$ cat src/hw/ccm_pkg.sv
// package for the communication channel monitor: register map, fields, codes
package ccm_pkg;
   localparam int unsigned CCM_NCH = 4;
   localparam int unsigned CCM_ETH_CH = 3;
   localparam int unsigned CCM_NPAR = 8;
   localparam logic [7:0] CCM_ADDR_CTRL = 8'h00;
   localparam logic [7:0] CCM_ADDR_STATUS = 8'h04;
   localparam logic [7:0] CCM_ADDR_IRQ_STATUS = 8'h08;
   localparam logic [7:0] CCM_ADDR_IRQ_CLEAR = 8'h0c;
   localparam logic [7:0] CCM_ADDR_IRQ_ENABLE = 8'h10;
   localparam logic [7:0] CCM_ADDR_CODES = 8'h14;
   localparam logic [7:0] CCM_ADDR_REF_FREQ = 8'h18;
   localparam logic [7:0] CCM_ADDR_CTRL_WORD = 8'h1c;
   localparam logic [7:0] CCM_ADDR_INVOLVED = 8'h20;
   localparam logic [7:0] CCM_ADDR_REACTION = 8'h24;
   localparam int unsigned CCM_CTRL_ACTIVE_CH_LSB = 0;
   localparam int unsigned CCM_IRQ_INTERRUPT = 0;
   localparam int unsigned CCM_IRQ_WARNING = 1;
   localparam int unsigned CCM_IRQ_LOCAL_EXIT = 2;
   localparam int unsigned CCM_IRQ_W = 3;
   localparam logic [7:0] CCM_PAR_CTRL_WORD = 8'h01;
   localparam logic [7:0] CCM_PAR_REF_VALUE = 8'h02;
   localparam logic [7:0] CCM_INVOLVED_RESET = 8'h03;
   localparam logic [3:0] CCM_CAUSE_NONE = 4'h0;
   localparam logic [3:0] CCM_CAUSE_TIMEOUT = 4'h1;
   localparam logic [3:0] CCM_EXT_NONE = 4'h0;
   localparam logic [3:0] CCM_EXT_BAD_IP = 4'h1;
   localparam logic [3:0] CCM_EXT_DUP_IP = 4'h2;
   localparam logic [3:0] CCM_EXT_ADDR_SRV = 4'h4;
   typedef enum logic [1:0] {
      CCM_REACT_FAULT = 2'h0,
      CCM_REACT_MAINT = 2'h1,
      CCM_REACT_FALLBACK = 2'h3,
      CCM_REACT_IGNORE = 2'h2
   } ccm_react_t;
   typedef enum logic [1:0] {
      CCM_RUN_IDLE = 2'h0,
      CCM_RUN_ACTIVE = 2'h1,
      CCM_RUN_LOCAL = 2'h3,
      CCM_RUN_WAIT_FRESH = 2'h2
   } ccm_run_t;
endpackage : ccm_pkg

$ cat src/hw/ccm_monitor.sv
// channel supervision, enabling and start permission for the drive's command channels
`timescale 1ns/100ps
module ccm_monitor
   import ccm_pkg::*;
(
   input wire logic clk,
   input wire logic reset_n,
   input wire logic [7:0] reg_addr,
   input wire logic [31:0] reg_wdata,
   input wire logic reg_wr,
   input wire logic reg_rd,
   output logic [31:0] reg_rdata,
   input wire logic par_wr,
   input wire logic [1:0] par_ch,
   input wire logic [2:0] par_idx,
   input wire logic [15:0] par_data,
   input wire logic eth_addr_srv_fail,
   input wire logic eth_dup_ip,
   input wire logic eth_bad_ip,
   input wire logic eth_word_timeout,
   input wire logic eth_overload,
   input wire logic [CCM_NCH-1:0] ch_warning,
   input wire logic forced_local,
   input wire logic local_run_fwd,
   input wire logic local_run_rev,
   input wire logic [15:0] local_ref_freq,
   input wire logic start_req,
   output logic start_allowed,
   output logic comm_interrupt,
   output logic [1:0] comm_reaction,
   output logic channel_control,
   output logic [15:0] ethernet_control_word,
   output logic [15:0] reference_frequency,
   output logic [3:0] ethernet_interruption_cause,
   output logic [3:0] external_error_code,
   output logic irq
);
   typedef struct packed {
      logic [CCM_NCH-1:0][CCM_NPAR-1:0][15:0] par;
      logic [CCM_NCH-1:0][CCM_NPAR-1:0] written;
      logic [CCM_NCH-1:0][CCM_NPAR-1:0] fresh;
      logic [CCM_NCH-1:0] supervised;
      logic [CCM_NCH-1:0] enabled;
      logic [CCM_NPAR-1:0] involved;
      logic [1:0] active_ch;
      logic [CCM_NCH-1:0] cmd_ref_used;
      ccm_react_t reaction_cfg;
      logic interrupt;
      logic [1:0] reaction;
      ccm_run_t run;
      logic [3:0] cause;
      logic [3:0] ext_code;
      logic [CCM_IRQ_W-1:0] irq_stat;
      logic [CCM_IRQ_W-1:0] irq_en;
      logic [31:0] rdata;
      logic fl_q1;
      logic fl_q2;
      logic [CCM_NCH-1:0] w_q1;
      logic [CCM_NCH-1:0] w_q2;
      logic [4:0] e_q1;
      logic [4:0] e_q2;
   } ccm_state_t;

   ccm_state_t s_q;
   ccm_state_t s_d;
   logic [CCM_NCH-1:0] warn;
   logic [CCM_NCH-1:0] intr_src;
   logic all_enabled;

   always_comb begin
      logic [CCM_IRQ_W-1:0] ev;
      ev = '0;
      s_d = s_q;
      s_d.fl_q1 = forced_local;
      s_d.fl_q2 = s_q.fl_q1;
      s_d.w_q1 = ch_warning;
      s_d.w_q2 = s_q.w_q1;
      s_d.e_q1 = {eth_overload, eth_word_timeout, eth_bad_ip, eth_dup_ip, eth_addr_srv_fail};
      s_d.e_q2 = s_q.e_q1;
      s_d.rdata = '0;
      warn = s_q.w_q2;
      warn[CCM_ETH_CH] = s_q.w_q2[CCM_ETH_CH] | s_q.e_q2[0] | s_q.e_q2[1] | s_q.e_q2[3] | s_q.e_q2[4];
      intr_src = warn & s_q.supervised;
      all_enabled = ((s_q.enabled & s_q.cmd_ref_used) == s_q.cmd_ref_used);
      if (par_wr) begin
         s_d.par[par_ch][par_idx] = par_data;
         s_d.written[par_ch][par_idx] = 1'b1;
         s_d.fresh[par_ch][par_idx] = 1'b1;
         if (s_q.involved[par_idx]) begin
            s_d.supervised[par_ch] = 1'b1;
         end
      end
      for (int c = 0; c < CCM_NCH; c++) begin
         if ((s_d.written[c] & s_q.involved) == s_q.involved && s_d.supervised[c]) begin
            s_d.enabled[c] = 1'b1;
         end
         if (warn[c] || s_q.fl_q2) begin
            s_d.enabled[c] = 1'b0;
         end
      end
      if (|intr_src) begin
         s_d.interrupt = 1'b1;
         s_d.reaction = s_q.reaction_cfg;
         ev[CCM_IRQ_INTERRUPT] = 1'b1;
      end
      if (|warn) begin
         ev[CCM_IRQ_WARNING] = 1'b1;
      end
      // cause tracks timeout on ethernet while interrupted
      s_d.cause = (s_q.interrupt && s_q.e_q2[3]) ? CCM_CAUSE_TIMEOUT : CCM_CAUSE_NONE;
      if (s_q.e_q2[2]) begin
         s_d.ext_code = CCM_EXT_BAD_IP;
      end else if (s_q.e_q2[1]) begin
         s_d.ext_code = CCM_EXT_DUP_IP;
      end else if (s_q.e_q2[0]) begin
         s_d.ext_code = CCM_EXT_ADDR_SRV;
      end else begin
         s_d.ext_code = CCM_EXT_NONE;
      end
      unique case (s_q.run)
         CCM_RUN_IDLE: begin
            // start gate; relies on both words written
            if (start_req && all_enabled && !s_q.interrupt && !s_q.fl_q2) begin
               s_d.run = CCM_RUN_ACTIVE;
            end else if (s_q.fl_q2) begin
               s_d.run = CCM_RUN_LOCAL;
            end
         end
         CCM_RUN_ACTIVE: begin
            if (s_q.fl_q2) begin
               s_d.run = CCM_RUN_LOCAL;
            end else if (!all_enabled) begin
               s_d.run = CCM_RUN_IDLE;
            end
         end
         CCM_RUN_LOCAL: begin
            if (!s_q.fl_q2) begin
               // keep motion: copy local commands into active channel
               s_d.par[s_q.active_ch][0] = {14'h0000, local_run_rev, local_run_fwd};
               s_d.par[s_q.active_ch][1] = local_ref_freq;
               s_d.fresh = '0;
               s_d.run = CCM_RUN_WAIT_FRESH;
               ev[CCM_IRQ_LOCAL_EXIT] = 1'b1;
            end
         end
         CCM_RUN_WAIT_FRESH: begin
            // both words fresh on the active channel
            if (s_q.fresh[s_q.active_ch][0] && s_q.fresh[s_q.active_ch][1] && all_enabled) begin
               s_d.run = CCM_RUN_ACTIVE;
            end else if (s_q.fl_q2) begin
               s_d.run = CCM_RUN_LOCAL;
            end
         end
      endcase
      if (reg_wr) begin
         unique case (reg_addr)
            CCM_ADDR_CTRL: begin
               s_d.active_ch = reg_wdata[CCM_CTRL_ACTIVE_CH_LSB +: 2];
               s_d.cmd_ref_used = reg_wdata[4 +: CCM_NCH];
               if (reg_wdata[8]) begin
                  s_d.interrupt = |intr_src;
               end
            end
            CCM_ADDR_IRQ_CLEAR: s_d.irq_stat = s_q.irq_stat & ~reg_wdata[CCM_IRQ_W-1:0];
            CCM_ADDR_IRQ_ENABLE: s_d.irq_en = reg_wdata[CCM_IRQ_W-1:0];
            CCM_ADDR_INVOLVED: s_d.involved = reg_wdata[CCM_NPAR-1:0];
            CCM_ADDR_REACTION: s_d.reaction_cfg = ccm_react_t'(reg_wdata[1:0]);
            default: begin
            end
         endcase
      end
      // set wins over clear
      s_d.irq_stat = s_d.irq_stat | ev;
      if (reg_rd) begin
         unique case (reg_addr)
            CCM_ADDR_CTRL: s_d.rdata = {20'h00000, 3'h0, s_q.interrupt, s_q.cmd_ref_used, 2'h0, s_q.active_ch};
            CCM_ADDR_STATUS: s_d.rdata = {16'h0000, s_q.run, 2'h0, s_q.enabled, 4'h0, s_q.supervised};
            CCM_ADDR_IRQ_STATUS: s_d.rdata = {29'h0, s_q.irq_stat};
            CCM_ADDR_IRQ_ENABLE: s_d.rdata = {29'h0, s_q.irq_en};
            CCM_ADDR_CODES: s_d.rdata = {24'h000000, s_q.ext_code, s_q.cause};
            CCM_ADDR_REF_FREQ: s_d.rdata = {16'h0000, s_q.par[s_q.active_ch][1]};
            CCM_ADDR_CTRL_WORD: s_d.rdata = {16'h0000, s_q.par[CCM_ETH_CH][0]};
            CCM_ADDR_INVOLVED: s_d.rdata = {24'h000000, s_q.involved};
            CCM_ADDR_REACTION: s_d.rdata = {30'h0, s_q.reaction_cfg};
            default: s_d.rdata = '0;
         endcase
      end
   end

   always_ff @(posedge clk or negedge reset_n) begin
      if (!reset_n) begin
         s_q <= '0;
         s_q.involved <= CCM_INVOLVED_RESET;
         s_q.cmd_ref_used <= 4'h8;
      end else begin
         s_q <= s_d;
      end
   end

   assign reg_rdata = s_q.rdata;
   assign start_allowed = (s_q.run == CCM_RUN_ACTIVE);
   assign comm_interrupt = s_q.interrupt;
   assign comm_reaction = s_q.reaction;
   assign channel_control = (s_q.run == CCM_RUN_ACTIVE);
   assign ethernet_control_word = s_q.par[CCM_ETH_CH][0];
   assign reference_frequency = s_q.par[s_q.active_ch][1];
   assign ethernet_interruption_cause = s_q.cause;
   assign external_error_code = s_q.ext_code;
   assign irq = |(s_q.irq_stat & s_q.irq_en);

   property p_unsup_quiet;
      @(posedge clk) disable iff (!reset_n)
         (!s_q.interrupt && ((warn & s_q.supervised) == '0) && !reg_wr) |=> !s_q.interrupt;
   endproperty
   a_unsup_quiet: assert property (p_unsup_quiet) else $error("interrupt without supervised warning");
   property p_sup_intr;
      @(posedge clk) disable iff (!reset_n)
         (|(warn & s_q.supervised)) |=> s_q.interrupt;
   endproperty
   a_sup_intr: assert property (p_sup_intr) else $error("supervised warning lost");
   property p_warn_disable;
      @(posedge clk) disable iff (!reset_n)
         warn[CCM_ETH_CH] |=> !s_q.enabled[CCM_ETH_CH];
   endproperty
   a_warn_disable: assert property (p_warn_disable) else $error("warned channel still enabled");
   property p_local_disable;
      @(posedge clk) disable iff (!reset_n)
         s_q.fl_q2 |=> (s_q.enabled == '0);
   endproperty
   a_local_disable: assert property (p_local_disable) else $error("channel enabled in local mode");
   property p_start_gate;
      @(posedge clk) disable iff (!reset_n)
         ($rose(start_allowed) && $past(s_q.run) == CCM_RUN_IDLE) |-> $past(all_enabled);
   endproperty
   a_start_gate: assert property (p_start_gate) else $error("start with disabled channel");
   property p_supervise;
      @(posedge clk) disable iff (!reset_n)
         (par_wr && s_q.involved[par_idx]) |=> s_q.supervised[$past(par_ch)];
   endproperty
   a_supervise: assert property (p_supervise) else $error("write did not start supervision");
   property p_fresh_wait;
      @(posedge clk) disable iff (!reset_n)
         (s_q.run == CCM_RUN_LOCAL && !s_q.fl_q2) |=> !channel_control ##1 !channel_control;
   endproperty
   a_fresh_wait: assert property (p_fresh_wait) else $error("control before fresh values");
   property p_ext_dup;
      @(posedge clk) disable iff (!reset_n)
         (s_q.e_q2[1] && !s_q.e_q2[2]) |=> (external_error_code == CCM_EXT_DUP_IP);
   endproperty
   a_ext_dup: assert property (p_ext_dup) else $error("wrong duplicate ip code");
   property p_ext_addr;
      @(posedge clk) disable iff (!reset_n)
         (s_q.e_q2[0] && !s_q.e_q2[1] && !s_q.e_q2[2]) |=> (external_error_code == CCM_EXT_ADDR_SRV);
   endproperty
   a_ext_addr: assert property (p_ext_addr) else $error("wrong address server code");
   property p_eth_overload;
      @(posedge clk) disable iff (!reset_n)
         (s_q.supervised[CCM_ETH_CH] && s_q.e_q2[4]) |=> s_q.interrupt;
   endproperty
   a_eth_overload: assert property (p_eth_overload) else $error("overload did not interrupt");
   property p_enable_written;
      @(posedge clk) disable iff (!reset_n)
         $rose(s_q.enabled[CCM_ETH_CH]) |-> (($past(s_q.involved) & ~s_q.written[CCM_ETH_CH]) == '0);
   endproperty
   a_enable_written: assert property (p_enable_written) else $error("enabled before all written");
   property p_react_latch;
      @(posedge clk) disable iff (!reset_n)
         (|intr_src) |=> (comm_reaction == $past(s_q.reaction_cfg));
   endproperty
   a_react_latch: assert property (p_react_latch) else $error("reaction not taken");
   property p_cause_set;
      @(posedge clk) disable iff (!reset_n)
         (s_q.interrupt && s_q.e_q2[3]) |=> (ethernet_interruption_cause == CCM_CAUSE_TIMEOUT);
   endproperty
   a_cause_set: assert property (p_cause_set) else $error("timeout cause missing");
   property p_cause_clear;
      @(posedge clk) disable iff (!reset_n)
         !(s_q.interrupt && s_q.e_q2[3]) |=> (ethernet_interruption_cause == CCM_CAUSE_NONE);
   endproperty
   a_cause_clear: assert property (p_cause_clear) else $error("cause not cleared");
   property p_local_copy;
      @(posedge clk) disable iff (!reset_n)
         (s_q.run == CCM_RUN_LOCAL && !s_q.fl_q2) |=>
            ((s_q.par[$past(s_q.active_ch)][1] == $past(local_ref_freq))
            && (s_q.par[$past(s_q.active_ch)][0] == {14'h0000, $past(local_run_rev), $past(local_run_fwd)}));
   endproperty
   a_local_copy: assert property (p_local_copy) else $error("local values not copied");
endmodule : ccm_monitor

$ cat config.mk
export PLATFORM = sky130hd
export DESIGN_NAME = ccm_monitor
export DESIGN_NICKNAME = d
export VERILOG_FILES = /design/src/hw/ccm_pkg.sv /design/src/hw/ccm_monitor.sv
export SDC_FILE = /design/constraint.sdc
export NUM_CORES = 1
export LEC_CHECK = 0
export BUFFER_PORTS_ARGS = -buffer_cell sky130_fd_sc_hd__buf_2
export CORE_MARGIN = 4
export CORE_UTILIZATION = 51
export DETAILED_ROUTE_END_ITERATION = 8
export PLACE_DENSITY = 0.8
export SYNTH_ARGS = -nofsm -noshare
export SYNTH_HDL_FRONTEND = slang
export SYNTH_SLANG_ARGS = --single-unit
$ cat constraint.sdc
create_clock -name clk -period 2.5 [get_ports clk]
set_input_delay 0.5 -clock clk [delete_from_list [all_inputs] [get_ports clk]]
set_output_delay 0.5 -clock clk [all_outputs]
set_load 0.05 [all_outputs]
* Word level (Yosys, flattened, before mapping)
Cells that the tools add are included.
** Storage, ports and cells
- Register bits after elaboration :: 668
- Latch bits :: 0
- Memory bits (writable) :: 0
- Bits in read-only memories :: 0
- Word-level logic and storage cells :: 199
- Memories kept :: 0
** Operators by class
- $add $sub $neg :: 0
- $mul :: 0
- Div/mod/pow operators :: 0
- Order comparisons :: 6
- Eq/ne operators :: 19
- Shift operators :: 0
- Muxes and demuxes :: 61
- Bitwise operators :: 17
- Reductions and logical operators :: 33
** Operators by type and width (number)
- 512-bit bitwise mux :: 3
- 512-bit two-way mux :: 2
- 128-bit demux with 2-bit select :: 3
- 580-bit two-way mux :: 1
- 128-bit binary-select mux with 2-bit select :: 1
- 16-bit case mux with 9 select lines :: 1
- 128-bit two-way mux :: 1
- 32-bit two-way mux :: 4
- 32-bit OR :: 2
- 16-bit demux with 3-bit select :: 1
- 16-bit two-way mux :: 3
- 8-bit AND :: 4
- 8-bit by 5-bit equality test with 1-bit output, second input constant :: 4
- 8-bit equality test :: 4
- 1-bit two-way mux :: 19
- 3-bit two-way mux :: 6
- 8-bit binary-select mux with 2-bit select :: 1
- 8-bit demux with 2-bit select :: 1
- 8-bit by 4-bit equality test with 1-bit output, second input constant :: 2
- 8-bit by 6-bit equality test with 1-bit output, second input constant :: 2
- 2-bit two-way mux :: 7
- 1-bit logical AND :: 13
- 2-bit AND reduction :: 5
- 4-bit AND :: 2
- 29 further kinds :: 44

* Longest topological paths before layout
Gate-level depths: netlist of the first run.
- Depth after elaboration :: 13
- Mapped depth :: 8
- Mapped depth without buffers :: 6

* Worst setup path before layout of the first run
Ideal clock, no wire load.
- Kind :: register -> register
- Start point :: register s_q[77] in the netlist's numbering
- End point :: register s_q (netlist bit reg_rdata[4])
- Setup time :: 0.134 ns
- Arrival :: 1.902 ns
- Required time :: 2.366 ns
- Slack :: 0.463 ns
- Cell stages (with the launch flop) :: 7
- Path buffers :: 3
- Cells stage by stage :: dfrtp_1 -> buf_2 -> buf_2 -> buf_2 -> mux4_2 -> a222oi_1 -> a21oi_1
** RTL lines
- from (decl) :: line ccm_monitor.sv:64 : ccm_state_t s_q;

* Worst setup path in the final report of the first run
- Start point :: register s_q[77] in the netlist's numbering
- End point :: output port reference_frequency[3]
** Between the ends
- Word-level cells in the longest chain between the ends :: 2
** Ends and longest elaborated chain
- 128-bit binary-select mux with 2-bit select :: line ccm_monitor.sv:206 : assign reference_frequency = s_q.par[s_q.active_ch][1];
- 32-bit two-way mux (implied by the code) :: line ccm_monitor.sv:206
- to (decl) :: line ccm_monitor.sv:33 : output logic [15:0] reference_frequency,
No other way between the ends. The select of a mux whose other input is x is not followed.

==> results.tsv, run 1 <==
metric	value	unit
initial_utilization	52.7	%
cts_hold_buf	0	
nFillCells	1427	
whs	0.0786	ns
final_cell_mix	191 x dfrtp_1, 128 x buf_2, 112 x nand2_1	
powerDensity	792	mW/mm^2
synth-seq-cells	195	
p_total	8.25	mW
seqPwrFrac	47.7	%
synth_xor_area_share	0	%
status	completed	
synth_edf_count	0	
grt_pass1_wl	38200	microns
grt_pass1_vias	6994	
critPathArrivalTime	1.95	ns
cp_max_fo	23	
synth_top_family_by_area	multiplexers	
nets	1025	
p_switching	2.51	mW
synth_ff_type	dfrtp_1	
irDropWorstVdd	0.546	mV
p_sw_share	30.4	%
routed_via_density	5.88	
synth_cells	836	
cts_sinks	195	
gp_congestion	0.942	
synth_compound_area_share	13.0	%
ys_types	54	
post-route-min-period	2.45	ns
grt_max_degree	65	
static-leakage-power	5.09	nW
path_clk_slew	0.07	ns
drive_gt1_share	26.3	%
drv_cap	0	
cts_tree	done	
worst_pin_slew	0.575	ns
drtIter0Drc	666	
firstDrtPassIters	6	
num_rows	48	
final_util	59.6	%
numCtsBuffers	17	
fmax	408	MHz
final_max_slew_viol_count	0	
synth_top_cell_by_area	dfrtp_1	
critical_path_required	2.00	ns
wl	24100	microns
fin_setup_tns	0	ns
clkPwrFrac	32.2	%
die_w	142	microns
power_frac_comb	20.1	%
cp-start-kind	flip-flop	
cts_max_path_buffers	2	
core-area	0.0175	sq mm
die_y	142	microns
clk_latency	0.43	ns
io_pins	173	
internal_power	5.74	mW
grt_setup_unrepaired	false	
cts_resized	1	
dp_hpwl	17300	microns
overflow	0	
synth_warnings	0	
synth.top_cell.area_share	52.2	%
via_count	6888	
synth.area.top_cells	dfrtp_1 52%, mux2i_1 7.1%, buf_4 5.2%	
fin_ws	0.0490	ns
drcViolationCount	0	
grt_util_all_layers	24.4	%
area.growth.synth_to_final	13.1	%
wire_per_inst	20.6	microns
avgSynthCellArea	11.0	sq um
cts_root_buf	clkbuf_16	
synth_mux_area_share	14.0	%
antenna_found_initial	3	
hold_path_class	in -> async	
hold_violations	0	
dpl_worst_slack	0.255	ns
die_area	0.0203	sq mm
yosys.area_share.simple	12.0	%
setup-violations-final	0	
crit_type	reg -> out	
critPathCaptureType	output pin	
synthAdderAreaFrac	0	%
async_flop_share	100	%
cts-htree-levels	4	
io_buffers	129	
drt.antenna.violating_nets	0	
fin_crit_sh	98.0	%
ys_seq_area_share	53.0	%
fin_skew	0.0110	ns
cts_setup_buffers	0	
relSlewSlack	61.5	%
synth_area	0.00921	sq mm
final_common_cell	dfrtp_1	
==> per-stage QoR <==
stage               instance area, sq um  instances
floorplan                           9280        855
global placement                    9840       1136
detailed placement                  9840       1136
CTS                                10400       1168
global route                       10400       1171
finish                             10400       1171
==> cell type report <==
type | instances | area, sq um | share of cell area (%)
repair buffers | 159 | 930 | 8.93
flip-flops and latches | 195 | 4880 | 46.9
well taps | 225 | 282 | 2.70
inverters | 18 | 67.6 | 0.649
clock inverters | 7 | 98.8 | 0.949
multi-input cells | 539 | 3680 | 35.3
clock buffers | 25 | 465 | 4.47
diodes | 3 | 7.51 | 0.0721
==> worst max-delay path, cell delays in order (launching register included) <==
cell and delay [ns]:
dfrtp_1 0.42, buf_12 0.22, mux4_2 0.61, buf_2 0.25
==> layer usage <==
metal / vias up / share of wire (%) / global-route usage [%]
met5: - / 0 / 0
met2: 375 / 48 / 37.9
met3: 52 / 9.0 / 5.91
met1: 3371 / 40 / 33.3
met4: 0 / 2.9 / 9.65
li1: 3090 / - / -
==> flip-flops by register name (all words and copies together), names as in the netlist <==
signal	count
reg_rdata	16
ethernet_interruption_cause	1
comm_interrupt	1
ethernet_control_word	16
comm_reaction	2
s_q	146
external_error_code	3
s_d	10
==> synthesized netlist by cell type, drive strengths merged (5+ instances only) <==
| cell type | n |
|---|---|
| o21ai | 54 |
| nand3 | 9 |
| dfrtp | 192 |
| nand2 | 116 |
| a222oi | 14 |
| and2 | 6 |
| o22a | 10 |
| mux2i | 65 |
| a21oi | 43 |
| nor2b | 5 |
| buf | 81 |
| nand2b | 7 |
| mux4 | 18 |
| o21bai | 15 |
| nor4 | 7 |
| a22oi | 10 |
| clkbuf | 22 |
| a31oi | 10 |
| nor2 | 55 |
| a21o | 16 |
| mux2 | 21 |
| inv | 18 |
==> power groups by stage <==
stage,registers (mW),logic (mW),clock network (mW)
floorplan,3.87,1.33,0
global placement,3.96,1.60,0
detailed placement,3.98,1.64,0
CTS,3.93,1.65,2.69
global route,3.98,1.79,2.83
finish,3.94,1.66,2.65
==> cell families after synthesis <==
logic type / Yosys count
other cells: 1
flops: 195
buf+inv: 121
mux: 104
simple gates: 231
compound gates: 184
==> worst paths after layout <==
kind                              start                      to  slack, ns  cells past startpoint
max                             s_q[77]  reference_frequency[3]       0.05                      3
min                             reset_n                s_q[313]       0.08                      1
max reg2reg                     s_q[77]            reg_rdata[3]       0.59                      4
min reg2reg                      s_d[3]                  s_q[3]       0.35                      0
max in group asynchronous       reset_n                 s_q[12]       1.76                      2
min in group clk           forced_local                 s_d[18]       0.17                      1
Note: power is estimated with default switching activity, not from simulation.
==> run 2, diff against run 1 <==
--- a/config.mk
+++ b/config.mk
@@ -6,6 +6,8 @@
 export NUM_CORES = 1
 export LEC_CHECK = 0
 export BUFFER_PORTS_ARGS = -buffer_cell sky130_fd_sc_hd__buf_2
+export CAP_MARGIN = 20
+export CORE_ASPECT_RATIO = 1.25
 export CORE_MARGIN = 4
 export CORE_UTILIZATION = 51
 export DETAILED_ROUTE_END_ITERATION = 8
==> run 2 against run 1 <==
Compared with the run above: sequential power hardly changed; core utilization decreased by 0.33 points; critical path depth is the same; combinational power is essentially flat; die area hardly changed; sequential cell count unchanged; worst setup slack improved by 0.066 ns; maximum frequency grew 2.8%; power is 0.15% lower; global-route usage fell by 0.49 points.
==> results.tsv, run 2 (synthesis gave the netlist of run 1 again) <==
metric	value	unit	change
largest_reg_flops	146		unchanged
numCtsBuffers	17		unchanged
nets	1025		unchanged
routed_via_density	5.90		was 5.88
die_w	128	microns	was 142 microns
final_max_slew_viol_count	0		unchanged
grt_util_all_layers	23.9	%	was 24.4%
io_buffers	129		unchanged
p_total	8.23	mW	was 8.25 mW
grt_pass1_wl	37200	microns	was 38,200 microns
worst_pin_slew	0.688	ns	was 0.575 ns
cts_setup_buffers	0		unchanged
firstDrtPassIters	5		was 6
die_y	158	microns	was 142 microns
cp-start-kind	flip-flop		unchanged
core-area	0.0176	sq mm	was 0.0175 sq mm
critPathArrivalTime	1.88	ns	was 1.95 ns
powerDensity	791	mW/mm^2	was 792 mW/mm^2
fin_area	0.0104	sq mm	about the same
crit_type	reg -> out		unchanged
cts_sinks	195		unchanged
die_area	0.0203	sq mm	about the same
fmax	419	MHz	was 408 MHz
cts_hold_buf	0		unchanged
critical_path_required	2.00	ns	about the same
post-route-min-period	2.38	ns	was 2.45 ns
cts_tree	done		unchanged
cts-htree-levels	4		unchanged
hold_violations	0		unchanged
antenna_cells	0		was 3
hold_path_class	in -> async		unchanged
clk_latency	0.44	ns	was 0.43 ns
drcViolationCount	0		unchanged
irDropWorstVdd	0.406	mV	was 0.546 mV
gp_congestion	0.913		was 0.942
final_common_cell	dfrtp_1		unchanged
multi_input_area	0.00368	sq mm	about the same
via_count	6882		was 6,888
cts_resized	0		was 1
nFillCells	1488		was 1,427
static-leakage-power	5.10	nW	was 5.09 nW
overflow	0		unchanged
wl	24200	microns	was 24,100 microns
num_rows	54		was 48
seqCellArea	0.00488	sq mm	about the same
dp_hpwl	17200	microns	was 17,300 microns
drt.antenna.violating_nets	0		unchanged
io_pins	173		unchanged
placed_area	0.00984	sq mm	about the same
relSlewSlack	54.1	%	was 61.5%
antenna_found_initial	0		was 3
fin_skew	0.0129	ns	was 0.0110 ns
drive_gt1_share	27.0	%	was 26.3%
final_cell_mix	192 x dfrtp_1, 128 x buf_2, 112 x nand2_1		was 191 x dfrtp_1, 128 x buf_2, 112 x nand2_1
grt_setup_unrepaired	false		unchanged
critPathCaptureType	output pin		unchanged
cts_root_buf	clkbuf_16		unchanged
dpl_worst_slack	0.337	ns	was 0.255 ns
grt_pass1_vias	6858		was 6,994
area.growth.synth_to_final	13.0	%	was 13.1%
grt_max_degree	63		was 65
cts_max_path_buffers	2		unchanged
fin_setup_tns	0	ns	unchanged
wire_per_inst	20.8	microns	was 20.6 microns
drv_cap	0		unchanged
regMostFlops	s_q		unchanged
fin_ws	0.115	ns	was 0.0490 ns
path_clk_slew	0.07	ns	about the same
initial_utilization	52.4	%	was 52.7%
fin_crit_sh	95.4	%	was 98.0%
status	completed		unchanged
drtIter0Drc	755		was 666
setup-violations-final	0		unchanged
cp_max_fo	25		was 23
run 2: cell types whose count changed in the layout (fill, tap and decap cells not counted), moves of 2 or more:
cell,change
inv_6,+2
clkinv_2,+3
clkbuf_1,-7
clkinvlp_4,+2
diode_2,-3
run 2: worst paths after layout:
check,startpoint,to,slack (ns),depth (start not counted)
min in group clk,eth_word_timeout,s_d[3],0.17,1
max in group asynchronous,reset_n,s_q[79],1.73,2
worst min register to register,s_d[2],s_q[2],0.35,0
worst min-delay path,reset_n,s_q[141],0.04,1
worst max-delay path,s_q[77],reference_frequency[7],0.12,3
worst max register to register,s_q[77],reg_rdata[0],0.60,4
run 2: final cells by class:
type                    instances  share of cell area [%]
clock buffers                  18                    4.22
clock inverters                14                    1.23
inverters                      18                   0.649
multi-input cells             539                    35.4
flip-flops and latches        195                    46.9
well taps                     224                    2.69
repair buffers                159                    8.93
run 2: worst max-delay path, stage by stage (launching register included):
cell     delay (ns)
dfrtp_1        0.37
buf_12         0.21
mux4_2         0.60
buf_2          0.25
run 2: layer usage:
metal  vias up  share of wire, %  GRT usage, %
li1       3072                 -             -
met1      3381                38          30.3
met2       349                49          38.7
met3        80               7.8          5.10
met4         0               4.8          12.4
met5         -                 0             0
run 2: power by group:
part           internal, mW  switching (mW)
clock network          1.41            1.24
registers              3.65           0.280
logic                 0.580            1.08
total                  5.64            2.59
run 2: metrics by stage:
stage          hold WS (ns)  utilization (%)  std cells
6_report             0.0430             59.2       1167
5_1_grt              0.0807             59.2       1167
4_1_cts              0.0612             59.2       1167
3_5_place_dp          0.335             56.0       1135
3_3_place_gp          0.333             56.0       1135
2_1_floorplan         0.204                -        855
==> run 3, diff against run 2 <==
--- a/config.mk
+++ b/config.mk
@@ -5,6 +5,7 @@
 export SDC_FILE = /design/constraint.sdc
 export NUM_CORES = 1
 export LEC_CHECK = 0
+export ABC_AREA = 1
 export BUFFER_PORTS_ARGS = -buffer_cell sky130_fd_sc_hd__buf_2
 export CAP_MARGIN = 20
 export CORE_ASPECT_RATIO = 1.25
@@ -12,6 +13,7 @@
 export CORE_UTILIZATION = 51
 export DETAILED_ROUTE_END_ITERATION = 8
 export PLACE_DENSITY = 0.8
+export SETUP_SLACK_MARGIN = 0.3
 export SYNTH_ARGS = -nofsm -noshare
 export SYNTH_HDL_FRONTEND = slang
 export SYNTH_SLANG_ARGS = --single-unit
==> run 3 against run 2 <==
Compared with the run above: sequential cell count is the same; first-iteration DRC count up 52%; worst setup slack improved by 0.061 ns; register-to-register slack improved by 0.03 ns; global-route usage increased by 3.7 points; sequential share of layout area shrank 3.3 points; via count increased by 30%; core utilization grew 2.7 points; critical path depth is 3 higher; die area up 2.1%; maximum frequency grew 2.6%; highest routed layer unchanged.
==> results.tsv, run 3 <==
metric	value	unit	change
final_max_slew_viol_count	0		unchanged
clk_latency	0.45	ns	was 0.44 ns
synth_top_cell_by_area	dfrtp_1		unchanged
static-leakage-power	5.51	nW	was 5.10 nW
dp_hpwl	19600	microns	was 17,200 microns
synth.top_cell.area_share	51.1	%	was 52.2%
cts_max_path_buffers	2		unchanged
grt_use_met3	5.52	%	was 5.10%
grt_setup_unrepaired	true		was false
crit_slowest_cell	dfrtp_2		was mux4_2
io_pins	173		unchanged
numCtsBuffers	17		unchanged
fin_crit_sh	93.0	%	was 95.4%
synth_common_cells	299 x nand2_1, 192 x dfrtp_1, 138 x nor2_1, 115 x nand3_1, 97 x inv_1		was 192 x dfrtp_1, 112 x nand2_1, 65 x mux2i_1, 64 x buf_4, 55 x nor2_1
io_buffers	129		unchanged
synth_cells	1167		was 836
fin_area	0.0112	sq mm	was 0.0104 sq mm
powerDensity	774	mW/mm^2	was 791 mW/mm^2
routed_via_density	5.89		was 5.90
synth-seq-cells	195		unchanged
avgSynthCellArea	8.06	sq um	was 11.0 sq um
synth_warnings	0		unchanged
grt_use_met2	42.9	%	was 38.7%
final_cell_mix	295 x nand2_1, 190 x dfrtp_1, 129 x nor2_1		was 192 x dfrtp_1, 128 x buf_2, 112 x nand2_1
num_rows	55		was 54
relSlewSlack	58.8	%	was 54.1%
post-route-min-period	2.32	ns	was 2.38 ns
die_w	129	microns	was 128 microns
wl	29000	microns	was 24,200 microns
core-area	0.0181	sq mm	was 0.0176 sq mm
fmax	430	MHz	was 419 MHz
regMostFlops	s_q		unchanged
dpl_worst_slack	0.361	ns	was 0.337 ns
crit_type	reg -> out		unchanged
cts-htree-levels	4		unchanged
cts_hold_buf	0		unchanged
firstDrtPassIters	6		was 5
setup-violations-final	0		unchanged
async_flop_share	100	%	unchanged
cp_max_fo	5		was 25
drv_cap	0		unchanged
via_count	8949		was 6,882
die_y	160	microns	was 158 microns
final_common_cell	nand2_1		was dfrtp_1
hold_path_class	in -> async		unchanged
critPathArrivalTime	1.82	ns	was 1.88 ns
grt_max_degree	63		unchanged
crit_chain	inv_4 -> nor2_4 -> inv_4 -> o22ai_1 -> nor2_2 -> buf_6		was buf_12 -> mux4_2 -> buf_2
synth_edf_count	0		unchanged
fin_ws	0.176	ns	was 0.115 ns
cpMostUsedCell	inv_4		
fin_setup_tns	0	ns	unchanged
nets	1372		was 1,025
fin_skew	0.0106	ns	was 0.0129 ns
synth_area	0.00941	sq mm	was 0.00921 sq mm
grt_pass1_vias	8528		was 6,858
drt.antenna.violating_nets	0		unchanged
grt_util_all_layers	27.6	%	was 23.9%
placed_area	0.0100	sq mm	was 0.00984 sq mm
synth_ff_type	dfrtp_1		unchanged
grt-busiest-layer	met2		unchanged
initial_utilization	52.0	%	was 52.4%
drcViolationCount	0		unchanged
worst_pin_slew	0.618	ns	was 0.688 ns
p_total	8.68	mW	was 8.23 mW
yosysMostFrequentCell	nand2_1		was dfrtp_1
grt_pass1_wl	44600	microns	was 37,200 microns
cp-start-kind	flip-flop		unchanged
irDropWorstVdd	0.515	mV	was 0.406 mV
antenna_found_initial	1		was 0
largest_reg_flops	146		unchanged
final_util	61.9	%	was 59.2%
drtIter0Drc	1150		was 755
cts_sinks	195		unchanged
status	completed		unchanged
critPathCaptureType	output pin		unchanged
hold_violations	0		unchanged
synth.area.top_cells	dfrtp_1 51%, nand2_1 12%, nand3_1 6.1%		was dfrtp_1 52%, mux2i_1 7.1%, buf_4 5.2%
gp_congestion	0.930		was 0.913
ys_seq_area_share	51.9	%	was 53.0%
area.growth.synth_to_final	19.1	%	was 13.0%
die_area	0.0207	sq mm	was 0.0203 sq mm
wire_per_inst	19.1	microns	was 20.8 microns
cts_root_buf	clkbuf_16		unchanged
overflow	0		unchanged
use_met1	35.2	%	was 30.3%
crit_path_max_incr_delay	0.49	ns	was 0.60 ns
path_clk_slew	0.08	ns	was 0.07 ns
ys_types	33		was 54
critical_path_required	2.00	ns	about the same
drive_gt1_share	21.6	%	was 27.0%
cts_tree	done		unchanged
## run 3: cell count changes after synthesis, moves of 15 or more
cell / before / now
a21o_1: 16 / 0
nor2_1: 55 / 138
a31oi_1: 10 / 61
o22ai_1: 1 / 21
mux2_2: 21 / 1
nand3_1: 8 / 115
inv_1: 18 / 97
nand2_1: 112 / 299
mux4_2: 18 / 0
mux2i_1: 65 / 0
o21bai_1: 15 / 0
## run 3: power breakdown
| part | internal (mW) | switching, mW |
|---|---|---|
| Sequential | 3.55 | 0.313 |
| Clock | 1.58 | 1.38 |
| Combinational | 0.616 | 1.24 |
## run 3: critical path, delay by kind of cell (launching register included)
kind / cells / cell delay (ns)
simple gates: 2 / 0.33
flops: 1 / 0.49
buf+inv: 3 / 0.46
compound gates: 1 / 0.10
## run 3: layer usage
| metal | up-vias | share of wire (%) |
|---|---|---|
| met2 | 578 | 48 |
| met3 | 129 | 8.8 |
| met5 | - | 0 |
| met1 | 4279 | 37 |
| li1 | 3963 | - |
| met4 | 0 | 6.7 |
## run 3: cell type report
type	count	area [sq um]
timing repair buffer	179	1220
antenna	1	2.50
clock buffer	18	439
fill	1471	6890
sequential	195	4890
multi-input combinational	780	3770
clock inverter	14	200
timing repair inverter	1	5.00
inverter	103	397
tap	228	285
## run 3: stage by stage
step | instances | hold WS, ns
2_1_floorplan | 1186 | 0.204
3_3_place_gp | 1465 | 0.334
3_5_place_dp | 1465 | 0.337
4_1_cts | 1512 | 0.0459
5_1_grt | 1519 | 0.0689
6_report | 1519 | 0.0323
## run 3: worst paths after layout
path                                   start                     end  slack (ns)  cells after the start
worst min register to register       s_d[11]                 s_q[11]        0.36                      0
min in group clk                forced_local                 s_d[18]        0.15                      1
max in group asynchronous            reset_n                s_q[146]        1.81                      2
worst max register to register       s_q[77]                s_q[190]        0.63                      6
worst max-delay path                 s_q[78]  reference_frequency[1]        0.18                      6
worst min-delay path                 reset_n                  s_d[2]        0.03                      1
## run 3: logic make-up (layout without fill, tap and decap cells)
family	count (synthesis)	in the layout	synth area share, %
compound gates	178	178	11.3
buf+inv	211	315	11.2
flops	195	195	51.9
mux	1	1	0.120
other cells	1	21	0.0399
simple gates	581	581	25.5
## run 3: what timing repair did
item	4_1_cts	5_1_grt
gates resized for setup	80	23
gates cloned	2	0
buffers inserted	13	6
setup endpoints to repair	16	16
pin swaps	16	6
